--- src/core/isp_pkg.sv ---
// constants and carriers for the serial programming host
// assumes a 10 MHz host clock; all wait counts derive from CLK_NS
package isp_pkg;

    // ****************************************************************
    // clock and timing
    // ****************************************************************
    localparam int CLK_NS = 100;
    localparam int T_PWR_US = 20000;    // settle after reset low
    localparam int T_FLASH_US = 4500;   // flash_page_wait_delay
    localparam int T_EE_US = 3600;      // eeprom_byte_wait_delay
    localparam int T_ERASE_US = 9000;   // chip erase wait
    localparam int T_RSTP_NS = 2000;    // reset high pulse for resync
    // least times round up to whole cycles
    localparam int PWR_CYC = (T_PWR_US * 1000 + CLK_NS - 1) / CLK_NS;
    localparam int FLASH_CYC = (T_FLASH_US * 1000 + CLK_NS - 1) / CLK_NS;
    localparam int EE_CYC = (T_EE_US * 1000 + CLK_NS - 1) / CLK_NS;
    localparam int ERASE_CYC = (T_ERASE_US * 1000 + CLK_NS - 1) / CLK_NS;
    localparam int RSTP_CYC = (T_RSTP_NS + CLK_NS - 1) / CLK_NS;
    localparam int SCK_HALF_CYC = 8;    // half period of the serial clock
    localparam int MAX_TRIES = 4;       // enable attempts before giving up

    // ****************************************************************
    // frame layout and instruction bytes
    // ****************************************************************
    localparam int BYTE_W = 8;
    localparam int FRAME_W = 32;
    localparam int ADDR_W = 16;
    localparam int FL_AW = 13;          // flash word address width
    localparam int EE_AW = 10;          // eeprom byte address width
    localparam int PG_W = 6;            // word bits inside a flash page
    localparam int HI_POS = 3;          // high/low byte select in byte 1
    localparam int ECHO_LSB = 8;        // echo sits in the third byte
    localparam logic [7:0] OPC_PROG_EN = 8'hAC;
    localparam logic [7:0] SYNC_ECHO = 8'h53;
    localparam logic [7:0] ERASE_B2 = 8'h80;
    localparam logic [7:0] OPC_RD_FLASH = 8'h20;
    localparam logic [7:0] OPC_LD_FLASH = 8'h40;
    localparam logic [7:0] OPC_WR_PAGE = 8'h4C;
    localparam logic [7:0] OPC_RD_EE = 8'hA0;
    localparam logic [7:0] OPC_WR_EE = 8'hC0;
    localparam logic [7:0] PAGE_MASK = 8'hC0;
    localparam logic [7:0] BLANK = 8'hFF;
    localparam logic [7:0] ZERO_B = 8'h00;

    // ****************************************************************
    // command and answer carriers
    // ****************************************************************
    typedef enum logic [2:0] {
        ISP_OP_ENABLE,
        ISP_OP_ERASE,
        ISP_OP_LOAD_FLASH,
        ISP_OP_WRITE_PAGE,
        ISP_OP_READ_FLASH,
        ISP_OP_WRITE_EE,
        ISP_OP_READ_EE,
        ISP_OP_END
    } isp_op_e;

    typedef struct packed {
        isp_op_e op;
        logic hi;                       // high byte of a flash word
        logic poll;                     // complete by read-back polling
        logic [ADDR_W-1:0] addr;
        logic [BYTE_W-1:0] data;
    } isp_cmd_s;

    typedef struct packed {
        logic ok;
        logic [BYTE_W-1:0] data;
    } isp_rsp_s;

endpackage

--- src/core/isp_host.sv ---
// serial programming host: drives reset, sck and mosi of the target
// assumes a target clock fast enough for SCK_HALF
//
// Behaviour
// program only while target reset held low
// enable first; others refused before
// eeprom write erases itself, no erase needed
// chip erase leaves both arrays all ones
// sck low and high phases long enough
// target must have a valid clock
// target samples mosi on sck rise
// target shifts miso on sck fall
// reset and sck low at power-up; pulse; host holds dev_reset_n high out of reset until an enable command
// wait 20 ms before programming enable
// target echoes second enable byte in third
// always shift all four instruction bytes
// no echo: pulse reset, resend enable
// flash loaded per byte with page word bits
// load low byte before high byte
// write page with upper address bits
// wait flash delay or poll before next
// eeprom one byte per write, then wait
// read returns addressed location on miso
// reset high ends session, normal running
// flash page reads ones while writing
// all-ones values use delay, not polling
// enable encoded AC 53 xx xx
// chip erase encoded AC 100x_xxxx xx xx
// eeprom address reads ones while writing
// four bytes, msb first both directions
`timescale 1ns/10ps

module isp_host
    import isp_pkg::*;
#(
    parameter int SCK_HALF = SCK_HALF_CYC,
    parameter int PWR_WAIT = PWR_CYC,
    parameter int FLASH_WAIT = FLASH_CYC,
    parameter int EE_WAIT = EE_CYC,
    parameter int ERASE_WAIT = ERASE_CYC,
    parameter int RST_PULSE = RSTP_CYC,
    parameter int TRIES = MAX_TRIES
) (
    input wire logic clk,
    input wire logic resetn,
    input wire logic cmd_valid,
    input wire isp_cmd_s cmd,
    output logic cmd_ready,
    output logic rsp_valid,
    output isp_rsp_s rsp,
    output logic session,
    input wire logic miso,
    output logic sck,
    output logic mosi,
    output logic dev_reset_n
);

    // ****************************************************************
    // elaboration checks
    // ****************************************************************
    localparam int WAIT_W = 24;
    localparam int PH_W = 8;
    localparam int TRY_W = 4;

    // sck phases must cover the miso synchroniser
    if (SCK_HALF < 3 || SCK_HALF >= (1 << PH_W)) begin : g_bad_half
        $error("SCK_HALF out of range");
    end
    if (PWR_WAIT < 1 || FLASH_WAIT < 1 || EE_WAIT < 1 ||
        ERASE_WAIT < 1 || RST_PULSE < 1) begin : g_bad_wait
        $error("wait counts below one");
    end
    if (PWR_WAIT >= (1 << WAIT_W) || ERASE_WAIT >= (1 << WAIT_W))
    begin : g_big_wait
        $error("wait too long");
    end
    if (TRIES < 1 || TRIES >= (1 << TRY_W)) begin : g_bad_tries
        $error("TRIES out of range");
    end

    typedef enum logic [1:0] {
        S_IDLE,
        S_RST_HI,
        S_PWR,
        S_XFER
    } isp_state_e;


    // ****************************************************************
    // frame builder
    // ****************************************************************
    // rd turns a write into a read of the same location
    function automatic logic [FRAME_W-1:0] isp_frame(
        input isp_cmd_s c,
        input logic rd
    );
        logic [7:0] b1;
        logic [7:0] b2;
        logic [7:0] b3;
        logic [7:0] b4;
        b1 = ZERO_B;
        b2 = 8'(c.addr[FL_AW-1:BYTE_W]);
        b3 = c.addr[BYTE_W-1:0];
        b4 = ZERO_B;
        unique case (c.op)
            ISP_OP_ENABLE: begin
                b1 = OPC_PROG_EN;
                b2 = SYNC_ECHO;
            end
            ISP_OP_ERASE: begin
                b1 = OPC_PROG_EN;
                b2 = ERASE_B2;
            end
            ISP_OP_LOAD_FLASH: begin
                b1 = OPC_LD_FLASH;
                b1[HI_POS] = c.hi;
                b2 = ZERO_B;
                b3 = 8'(c.addr[PG_W-1:0]);
                b4 = c.data;
            end
            ISP_OP_WRITE_PAGE: begin
                if (rd) begin
                    b1 = OPC_RD_FLASH;
                    b1[HI_POS] = c.hi;
                end else begin
                    b1 = OPC_WR_PAGE;
                    b3 = c.addr[BYTE_W-1:0] & PAGE_MASK;
                end
            end
            ISP_OP_READ_FLASH: begin
                b1 = OPC_RD_FLASH;
                b1[HI_POS] = c.hi;
            end
            ISP_OP_WRITE_EE, ISP_OP_READ_EE: begin
                b1 = (c.op == ISP_OP_WRITE_EE && !rd) ? OPC_WR_EE
                                                      : OPC_RD_EE;
                b2 = 8'(c.addr[EE_AW-1:BYTE_W]);
                b4 = (b1 == OPC_WR_EE) ? c.data : ZERO_B;
            end
            ISP_OP_END: begin
                b1 = ZERO_B;
            end
        endcase
        return {b1, b2, b3, b4};
    endfunction

    // ****************************************************************
    // miso synchroniser
    // ****************************************************************
    logic miso_m_q;
    logic miso_s_q;

    // async pin; only the second stage is read
    always_ff @(posedge clk) begin
        if (!resetn) begin
            miso_m_q <= 1'b0;
            miso_s_q <= 1'b0;
        end else begin
            miso_m_q <= miso;
            miso_s_q <= miso_m_q;
        end
    end

    // ****************************************************************
    // shift engine
    // ****************************************************************
    logic go_q;
    logic [FRAME_W-1:0] frame_q;
    logic active_q;
    logic done_q;
    logic sck_q;
    logic mosi_q;
    logic [PH_W-1:0] ph_q;
    logic [4:0] bit_q;
    logic [FRAME_W-1:0] sh_q;
    logic [FRAME_W-1:0] rx_q;

    // sck divided from clk; mosi moves on fall, miso taken at rise
    always_ff @(posedge clk) begin
        if (!resetn) begin
            active_q <= 1'b0;
            done_q <= 1'b0;
            sck_q <= 1'b0;
            mosi_q <= 1'b0;
            ph_q <= '0;
            bit_q <= '0;
            sh_q <= '0;
            rx_q <= '0;
        end else begin
            done_q <= 1'b0;
            if (go_q) begin
                active_q <= 1'b1;
                sh_q <= frame_q;
                mosi_q <= frame_q[FRAME_W-1];
                sck_q <= 1'b0;
                ph_q <= PH_W'(SCK_HALF - 1);
                bit_q <= 5'(FRAME_W - 1);
            end else if (active_q) begin
                if (ph_q != '0) begin
                    ph_q <= ph_q - 1'b1;
                end else begin
                    ph_q <= PH_W'(SCK_HALF - 1);
                    if (!sck_q) begin
                        sck_q <= 1'b1;
                        rx_q <= {rx_q[FRAME_W-2:0], miso_s_q};
                    end else begin
                        sck_q <= 1'b0;
                        if (bit_q == '0) begin
                            active_q <= 1'b0;
                            done_q <= 1'b1;
                            mosi_q <= 1'b0;
                        end else begin
                            bit_q <= bit_q - 1'b1;
                            sh_q <= {sh_q[FRAME_W-2:0], 1'b0};
                            mosi_q <= sh_q[FRAME_W-2];
                        end
                    end
                end
            end
        end
    end

    // ****************************************************************
    // sequencer
    // ****************************************************************
    isp_state_e st_q;
    isp_cmd_s cmd_q;
    logic [WAIT_W-1:0] wait_q;
    logic [TRY_W-1:0] tries_q;
    logic waiting_q;
    logic poll_q;
    logic polling_q;
    logic session_q;
    logic dev_rst_n_q;
    logic cmd_ready_q;
    logic rsp_valid_q;
    isp_rsp_s rsp_q;
    logic [7:0] rx_byte;
    logic [7:0] rx_echo;

    assign rx_byte = rx_q[BYTE_W-1:0];
    assign rx_echo = rx_q[ECHO_LSB+BYTE_W-1:ECHO_LSB];

    // one command at a time; wait counter counts down in every state and holds at zero
    always_ff @(posedge clk) begin
        if (!resetn) begin
            st_q <= S_IDLE;
            cmd_q <= '0;
            wait_q <= '0;
            tries_q <= '0;
            waiting_q <= 1'b0;
            poll_q <= 1'b0;
            polling_q <= 1'b0;
            session_q <= 1'b0;
            dev_rst_n_q <= 1'b1;
            cmd_ready_q <= 1'b1;
            rsp_valid_q <= 1'b0;
            rsp_q <= '0;
            go_q <= 1'b0;
            frame_q <= '0;
        end else begin
            go_q <= 1'b0;
            rsp_valid_q <= 1'b0;
            if (wait_q != '0) begin
                wait_q <= wait_q - 1'b1;
            end
            unique case (st_q)
                S_IDLE: begin
                    if (waiting_q) begin
                        // self-timed write: wait, or poll
                        if (wait_q == '0) begin
                            waiting_q <= 1'b0;
                            rsp_valid_q <= 1'b1;
                            rsp_q <= '{ok: 1'b1, data: BLANK};
                            cmd_ready_q <= 1'b1;
                        end else if (poll_q) begin
                            frame_q <= isp_frame(cmd_q, 1'b1);
                            go_q <= 1'b1;
                            polling_q <= 1'b1;
                            st_q <= S_XFER;
                        end
                    end else if (cmd_valid && cmd_ready_q) begin
                        cmd_q <= cmd;
                        cmd_ready_q <= 1'b0;
                        if (cmd.op == ISP_OP_ENABLE) begin
                            dev_rst_n_q <= 1'b0;
                            session_q <= 1'b0;
                            tries_q <= '0;
                            wait_q <= WAIT_W'(PWR_WAIT);
                            st_q <= S_PWR;
                        end else if (cmd.op == ISP_OP_END) begin
                            dev_rst_n_q <= 1'b1;
                            session_q <= 1'b0;
                            rsp_valid_q <= 1'b1;
                            rsp_q <= '{ok: 1'b1, data: ZERO_B};
                            cmd_ready_q <= 1'b1;
                        end else if (!session_q) begin
                            rsp_valid_q <= 1'b1;
                            rsp_q <= '{ok: 1'b0, data: ZERO_B};
                            cmd_ready_q <= 1'b1;
                        end else begin
                            frame_q <= isp_frame(cmd, 1'b0);
                            go_q <= 1'b1;
                            polling_q <= 1'b0;
                            st_q <= S_XFER;
                        end
                    end
                end
                S_RST_HI: begin
                    if (wait_q == '0) begin
                        dev_rst_n_q <= 1'b0;
                        wait_q <= WAIT_W'(PWR_WAIT);
                        st_q <= S_PWR;
                    end
                end
                S_PWR: begin
                    // sck low, reset held low
                    if (wait_q == '0) begin
                        frame_q <= isp_frame(cmd_q, 1'b0);
                        go_q <= 1'b1;
                        st_q <= S_XFER;
                    end
                end
                S_XFER: begin
                    if (done_q) begin
                        st_q <= S_IDLE;
                        if (cmd_q.op == ISP_OP_ENABLE) begin
                            if (rx_echo == SYNC_ECHO) begin
                                session_q <= 1'b1;
                                rsp_valid_q <= 1'b1;
                                rsp_q <= '{ok: 1'b1, data: rx_echo};
                                cmd_ready_q <= 1'b1;
                            end else if (tries_q == TRY_W'(TRIES - 1)) begin
                                rsp_valid_q <= 1'b1;
                                rsp_q <= '{ok: 1'b0, data: rx_echo};
                                cmd_ready_q <= 1'b1;
                            end else begin
                                tries_q <= tries_q + 1'b1;
                                dev_rst_n_q <= 1'b1;
                                wait_q <= WAIT_W'(RST_PULSE);
                                st_q <= S_RST_HI;
                            end
                        end else if (polling_q) begin
                            // ones mean the write is still running
                            if (rx_byte == cmd_q.data) begin
                                waiting_q <= 1'b0;
                                wait_q <= '0;
                                rsp_valid_q <= 1'b1;
                                rsp_q <= '{ok: 1'b1, data: rx_byte};
                                cmd_ready_q <= 1'b1;
                            end
                        end else if (cmd_q.op == ISP_OP_ERASE) begin
                            waiting_q <= 1'b1;
                            poll_q <= 1'b0;
                            wait_q <= WAIT_W'(ERASE_WAIT);
                        end else if (cmd_q.op == ISP_OP_WRITE_PAGE ||
                                     cmd_q.op == ISP_OP_WRITE_EE) begin
                            // ones look busy
                            waiting_q <= 1'b1;
                            poll_q <= cmd_q.poll &&
                                      (cmd_q.data != BLANK);
                            wait_q <= (cmd_q.op == ISP_OP_WRITE_PAGE) ?
                                      WAIT_W'(FLASH_WAIT) :
                                      WAIT_W'(EE_WAIT);
                        end else begin
                            rsp_valid_q <= 1'b1;
                            rsp_q <= '{ok: 1'b1, data: rx_byte};
                            cmd_ready_q <= 1'b1;
                        end
                    end
                end
            endcase
        end
    end

    // ****************************************************************
    // outputs
    // ****************************************************************
    // all straight from flip-flops
    assign cmd_ready = cmd_ready_q;
    assign rsp_valid = rsp_valid_q;
    assign rsp = rsp_q;
    assign session = session_q;
    assign sck = sck_q;
    assign mosi = mosi_q;
    assign dev_reset_n = dev_rst_n_q;

endmodule

--- config.mk ---
export PLATFORM = sky130hd
export DESIGN_NAME = isp_host
export DESIGN_NICKNAME = d
export VERILOG_FILES = /design/src/core/isp_pkg.sv /design/src/core/isp_host.sv
export SDC_FILE = /design/constraint.sdc
export NUM_CORES = 1
export LEC_CHECK = 0
export BUFFER_PORTS_ARGS = -buffer_cell sky130_fd_sc_hd__buf_2
export CAP_MARGIN = 40
export CORE_UTILIZATION = 40
export CTS_CLUSTER_SIZE = 25
export DETAILED_ROUTE_END_ITERATION = 6
export GPL_TIMING_DRIVEN = 0
export PLACE_DENSITY_LB_ADDON = 0.08
export SYNTH_ARGS = -nofsm -noshare
export SYNTH_HDL_FRONTEND = slang
export SYNTH_SLANG_ARGS = --single-unit
--- constraint.sdc ---
create_clock -name clk -period 2.1 [get_ports clk]
set_input_delay 0.315 -clock clk [delete_from_list [all_inputs] [get_ports clk]]
set_output_delay 0.315 -clock clk [all_outputs]
set_load 0.01 [all_outputs]
==> impl_metrics.csv, run 1 <==
group,metric,value,unit
place,hpwl,18700,µm
grt,grt_pass1_vias,7669,
setup_path,startpoint,"wait_q[0]",
cells_and_area,final_common_cell,"dfxtp_1",
place,gp_congestion,0.921,
floorplan,start_util,41.1,%
logic_synthesis,synthCells,1022,
grt,grt_max_degree,19,
cells_and_area,drive_above_1_share,27.9,%
floorplan,die-area,21500,µm²
sta,fin_ws,-0.178,ns
setup_path,r2r-end,"frame_q[3]",
sta,period_share,108,%
cells_and_area,instances_no_fill,1426,
sta,rsz0062_at_grt,"true",
grt,grt-ovfl-total,0,
clocking,cts_sinks,167,
min_path,worst_hold_path.endpoint,"miso_m_q",
setup_path,path_max_fanout,5,
route,postRouteAntennaNets,0,
clocking,numCtsBuffers,17,
floorplan,fp.dieH,147,µm
sta,period_needed,2.28,ns
grt,grt_pass1_wl,43000,µm
floorplan,num_rows,52,
logic_synthesis,async_reset_ff_share,0,%
setup_path,reg2reg_slack,-0.18,ns
floorplan,ioPinCount,48,
cells_and_area,fillCellCount,1927,
sta,hold_violations,0,
clocking,root_buffer,"clkbuf_16",
cells_and_area,area_growth,32.0,%
clocking,hold_buffers,0,
sta,worst_pin_slew,0.888,ns
logic_synthesis,synth-main-ff-cell,"dfxtp_1",
setup_path,crit_path_end_kind,"flop",
setup_path,critPathRequiredTime,2.41,ns
setup_path,rr_worst_depth,11,
cells_and_area,fin_util,54.3,%
outcome,violations,"negative setup slack",
floorplan,fp.dieW,147,µm
sta,setup_viol,42,
route,wl_per_cell,19.3,µm
clocking,htree_num_levels,4,
setup_path,critPathArrivalTime,2.59,ns
logic_synthesis,yosysSeqAreaShare,39.9,%
min_path,hold_class,"in2reg",
cells_and_area,mostFrequentLayoutCells,"148 x dfxtp_1, 119 x nand2_1, 103 x nor2_1",
cells_and_area,nNetsFinal,1187,
sta,finClkSkew,0.00925,ns
power_and_ir_drop,power.leakage,4.20,nW
run,drv_cap,0,
clocking,clock_latency,0.44,ns
power_and_ir_drop,power_density,1380,nW/µm²
power_and_ir_drop,irDropWorstVdd,0.650,mV
sta,slew_headroom,40.8,%
setup_path,reg2reg_from,"wait_q[0]",
clocking,cts_tree,"built",
grt,antenna_found_initial,1,
min_path,worstHoldStart,"miso",
logic_synthesis,syn_avg_cell_area,8.20,µm²
logic_synthesis,ys_ff_latch,167,
route,routed_wl,27500,µm
floorplan,core,20400,µm²
grt,globalRouteTotalUtil,25.8,%
outcome,status,"finished, violations left",
logic_synthesis,synth.net_count,1067,
sta,maxSlewViolCount,0,
setup_path,critPathKind,"reg2reg",
route,drc,0,
place,place.port_buffers,43,
logic_synthesis,syn_area,8380,µm²
logic_synthesis,yosys_warnings,0,
route,vias,8135,
sta,tns,-3.87,ns
route,drtPass1Iterations,5,
route,via_per_inst,5.70,
setup_path,cp-start-kind,"flop",
place,dp_cells,1338,
route,drt_first_iter_violations,615,
logic_synthesis,netlist-cell-type-count,73,
logic_synthesis,synth_edf_count,0,
min_path,hold_path_depth,2,
sta,fmax,439,MHz
clocking,clkTransAtPathRegs,0.07,ns
clocking,clockBufferDepth,2,
==> per-stage QoR <==
stage | hold slack [ns] | power [W] | instance area (µm²) | setup slack, ns
after floorplan | 0.412 | 0.00763 | 8380 | 0.0162
after global placement | 0.434 | 0.00901 | 8940 | -0.677
after detailed placement | 0.439 | 0.00904 | 8960 | -0.643
after CTS | 0.0753 | 0.0144 | 10700 | -0.136
after global routing | 0.0706 | 0.0160 | 11100 | -0.250
final | 0.0756 | 0.0152 | 11100 | -0.178
==> report_power, final <==
part	internal [W]	switching, W	leakage, nW
sequential	0.00375	0.000592	1.37
combinational	0.00355	0.00421	2.55
clock	0.00159	0.00153	0.283
total	0.00889	0.00634	4.20
==> Yosys cell counts (7+ instances only) <==
cell	number	area, µm²
ha_1	12	150
dfxtp_1	167	3340
nand3_1	44	220
nor4_1	7	43.8
o31ai_1	9	67.6
a221oi_1	12	105
a31oi_1	13	81.3
clkbuf_1	53	199
o21ai_0	29	145
nand2_1	122	458
a211oi_1	30	225
xnor2_1	17	149
or3_1	10	62.6
xor2_1	23	201
nand2b_1	11	68.8
buf_2	8	40.0
mux2i_1	52	521
nor3_1	39	195
and2_1	8	50.1
a22oi_1	10	75.1
o21a_1	11	82.6
nor2_1	121	454
a21oi_1	84	420
inv_1	21	78.8
==> worst max path at each step <==
stage / endpoint / slack [ns] / cells after the start
after floorplan: frame_q[0] / 0.02 / 9
after global placement: wait_q[1] / -0.68 / 7
after detailed placement: wait_q[12] / -0.64 / 10
after CTS: frame_q[0] / -0.14 / 11
after global routing: frame_q[0] / -0.25 / 11
final: frame_q[3] / -0.18 / 11
==> repair_timing <==
action,CTS,global route
endpoints found under the hold margin,0,0
setup endpoints to repair,129,113
resized for setup,169,89
pin swaps,42,35
buffers inserted,44,20
cloned,7,0
==> kinds of logic after synthesis <==
group	count (synthesis)	share of synthesized area (%)
muxes	55	6.61
adders and majority gates	12	1.79
and+or+nand+nor	399	22.3
xor gates and xnor gates	40	4.18
AOI/OAI and AO/OA	256	20.7
DFF	167	39.9
buffers and inverters	93	4.52
==> worst max-delay path, cell delays in order (launching register included) <==
cell and delay (ns):
dfxtp_2 0.33, inv_2 0.07, ha_4 0.13, nor3b_4 0.18, nand4_1 0.13, buf_6 0.17
o21a_4 0.20, a311o_1 0.31, buf_6 0.15, buf_12 0.14, a221oi_4 0.25, nor3_2 0.07
==> state kept, by name, summed over array words and instances (netlist names), 2 cells and up <==
signal and flops:
bit_q 5, cmd_q 26, frame_q 28, ph_q 8, rsp 9, rx_q 16
sh_q 31, st_q 2, tries_q 4, wait_q 24
==> metal layers <==
metal	up-vias	share of wire, %	track usage (%)
li1	3920	-	-
met1	3861	44	35.1
met2	305	46	40.7
met3	49	6.7	3.98
met4	0	2.4	10.4
met5	-	0	0
==> cell type report <==
class | instances | area, µm² | share of cell area (%)
Multi-Input combinational cell | 763 | 5470 | 49.5
Sequential cell | 167 | 3380 | 30.5
Timing Repair Buffer | 111 | 835 | 7.55
Clock buffer | 17 | 425 | 3.85
Buffer | 58 | 357 | 3.22
Tap cell | 270 | 338 | 3.05
Clock inverter | 15 | 156 | 1.41
Inverter | 24 | 97.6 | 0.882
Antenna cell | 1 | 2.50 | 0.0226
(Power assumes the default switching activity.)
==> run 2: changes to the inputs <==
Settings changed: PLACE_DENSITY_LB_ADDON 0.08 to 0.3.
==> run 2 against run 1 <==
  * Worst hold slack improved by 0.0038 ns
  * Highest routed layer unchanged
  * Via count decreased by 0.96%
  * Final cell count decreased by 0.28%
  * The flow still finishes with violations (negative setup slack)
  * Clock-buffer cell count increased by 2
  * Clock skew decreased by 0.00059 ns
  * Sequential share of layout area increased by 0.25 points
==> impl_metrics.csv, run 2 (synthesis results as in run 1) <==
group,metric,value,unit
outcome,status,"finished, violations left",
outcome,violations,"negative setup slack",
setup_path,critPathRequiredTime,2.40,ns
grt,busiest_layer,"met2",
sta,setup_viol,59,
place,place_ws,-0.592,ns
sta,period_share,110,%
power_and_ir_drop,power_density,1350,nW/µm²
clocking,hold_buffers,0,
sta,hold_violations,0,
floorplan,ioPinCount,48,
clocking,cts_tree,"built",
floorplan,fp.dieW,147,µm
sta,whs,0.0794,ns
setup_path,crit_path_end_kind,"flop",
floorplan,start_util,41.1,%
clocking,clock_latency,0.44,ns
grt,globalRouteTotalUtil,23.8,%
sta,rsz0062_at_grt,"true",
grt,grt_pass1_vias,7480,
grt,grt_pass1_wl,40300,µm
route,via_per_inst,5.67,
clocking,numCtsBuffers,17,
route,drc,0,
grt,antenna_found_initial,0,
cells_and_area,nNetsFinal,1184,
cells_and_area,final_common_cell,"dfxtp_1",
sta,slew_headroom,41.3,%
sta,period_needed,2.30,ns
cells_and_area,top_register,"sh_q",
setup_path,cpPeakStageDelay,0.44,ns
sta,finClkSkew,0.00865,ns
route,postRouteAntennaNets,0,
place,hpwl,17900,µm
floorplan,core,20400,µm²
setup_path,cp_top_family,"compound AO/OA/AOI/OAI gates",
grt,grt-ovfl-total,0,
clocking,clkTransAtPathRegs,0.07,ns
setup_path,reg2reg_from,"wait_q[0]",
route,drt_first_iter_violations,577,
cells_and_area,reg.largest.list,"sh_q x31, frame_q x28, cmd_q x26",
min_path,hold_class,"in2reg",
clocking,cts_sinks,167,
setup_path,rr_worst_depth,10,
power_and_ir_drop,power.leakage,4.15,nW
clocking,htree_num_levels,4,
setup_path,cp-start-kind,"flop",
route,routed_wl,25900,µm
floorplan,num_rows,52,
grt,use_met2,38.3,%
setup_path,critical_path_buf_inv_count,3,
min_path,worstHoldStart,"miso",
place,place.port_buffers,43,
sta,fin_ws,-0.201,ns
route,drtPass1Iterations,6,
setup_path,cp_cell_sequence,"inv_2 -> ha_4 -> nor3b_4 -> nand4_1 -> buf_6 -> o21a_4 -> a311o_2 -> buf_12 -> a221oi_4 -> nor3_1",
clocking,clockBufferDepth,2,
sta,worst_pin_slew,0.880,ns
cells_and_area,antenna_cells,0,
floorplan,fp.dieH,147,µm
grt,met1_usage,31.9,%
setup_path,reg2reg_slack,-0.20,ns
cells_and_area,mostFrequentLayoutCells,"151 x dfxtp_1, 120 x nand2_1, 109 x nor2_1",
clocking,root_buffer,"clkbuf_16",
setup_path,critPathArrivalTime,2.60,ns
setup_path,r2r-end,"frame_q[0]",
sta,maxSlewViolCount,0,
setup_path,path_max_fanout,5,
route,vias,8057,
cells_and_area,area_growth,30.7,%
grt,use_met3,4.01,%
min_path,worst_hold_path.endpoint,"miso_m_q",
min_path,hold_path_depth,2,
sta,fmax,435,MHz
route,wl_per_cell,18.2,µm
run,drv_cap,0,
cells_and_area,drive_above_1_share,26.2,%
setup_path,cp_slowest_cell,"a311o_2",
setup_path,critPathKind,"reg2reg",
power_and_ir_drop,irDropWorstVdd,0.729,mV
grt,grt_max_degree,18,
cells_and_area,largest_reg_flops,31,
place,gp_congestion,0.978,
floorplan,die-area,21500,µm²
run 2: worst max-delay path by stage:
stage                     startpoint          to  slack [ns]  cells after the start
after floorplan            wait_q[0]  frame_q[0]        0.02                      9
after global placement     cmd_q[27]   wait_q[1]       -0.61                      7
after detailed placement     st_q[0]  frame_q[1]       -0.59                      8
after CTS                  wait_q[1]  frame_q[1]       -0.17                     10
after global routing       wait_q[1]      rsp[5]       -0.29                     13
final                      wait_q[0]  frame_q[0]       -0.20                     10
run 2: area by class of cell:
cell class	count	area, µm²
buffer	60	357
clock inverter	13	131
sequential	167	3370
clock buffer	19	453
multi-input combinational	763	5420
tap	270	338
inverter	24	95.1
timing repair buffer	106	790
fill	1833	9410
run 2: power by group:
part | leakage [nW] | internal, W | switching (W)
clock network | 0.287 | 0.00164 | 0.00149
registers | 1.36 | 0.00374 | 0.000568
logic | 2.50 | 0.00333 | 0.00403
total | 4.15 | 0.00871 | 0.00608
run 2: per-layer routing:
metal / routed length, µm / part of all wire (%) / vias up
li1: - / - / 3907
met1: 11700 / 45 / 3785
met2: 12100 / 47 / 309
met3: 1420 / 5.5 / 56
met4: 670 / 2.6 / 0
met5: 0 / 0 / -
run 2: per-stage QoR:
step	std cells	total power, W	instance area, µm²	TNS (ns)	util [%]
2_1_floorplan	1022	0.00763	8380	0	-
3_3_place_gp	1335	0.00885	8940	-35.95	43.9
3_5_place_dp	1337	0.00890	8950	-37.14	43.9
4_1_cts	1393	0.0137	10400	-3.53	50.9
5_1_grt	1422	0.0155	11000	-12.56	53.8
6_report	1422	0.0148	11000	-7.07	53.8
run 2: repair_timing:
action | 4_1_cts | 5_1_grt
gates resized for setup | 131 | 100
gates cloned | 5 | 2
pin swaps | 36 | 40
buffers inserted | 26 | 30
setup endpoints to repair | 128 | 127
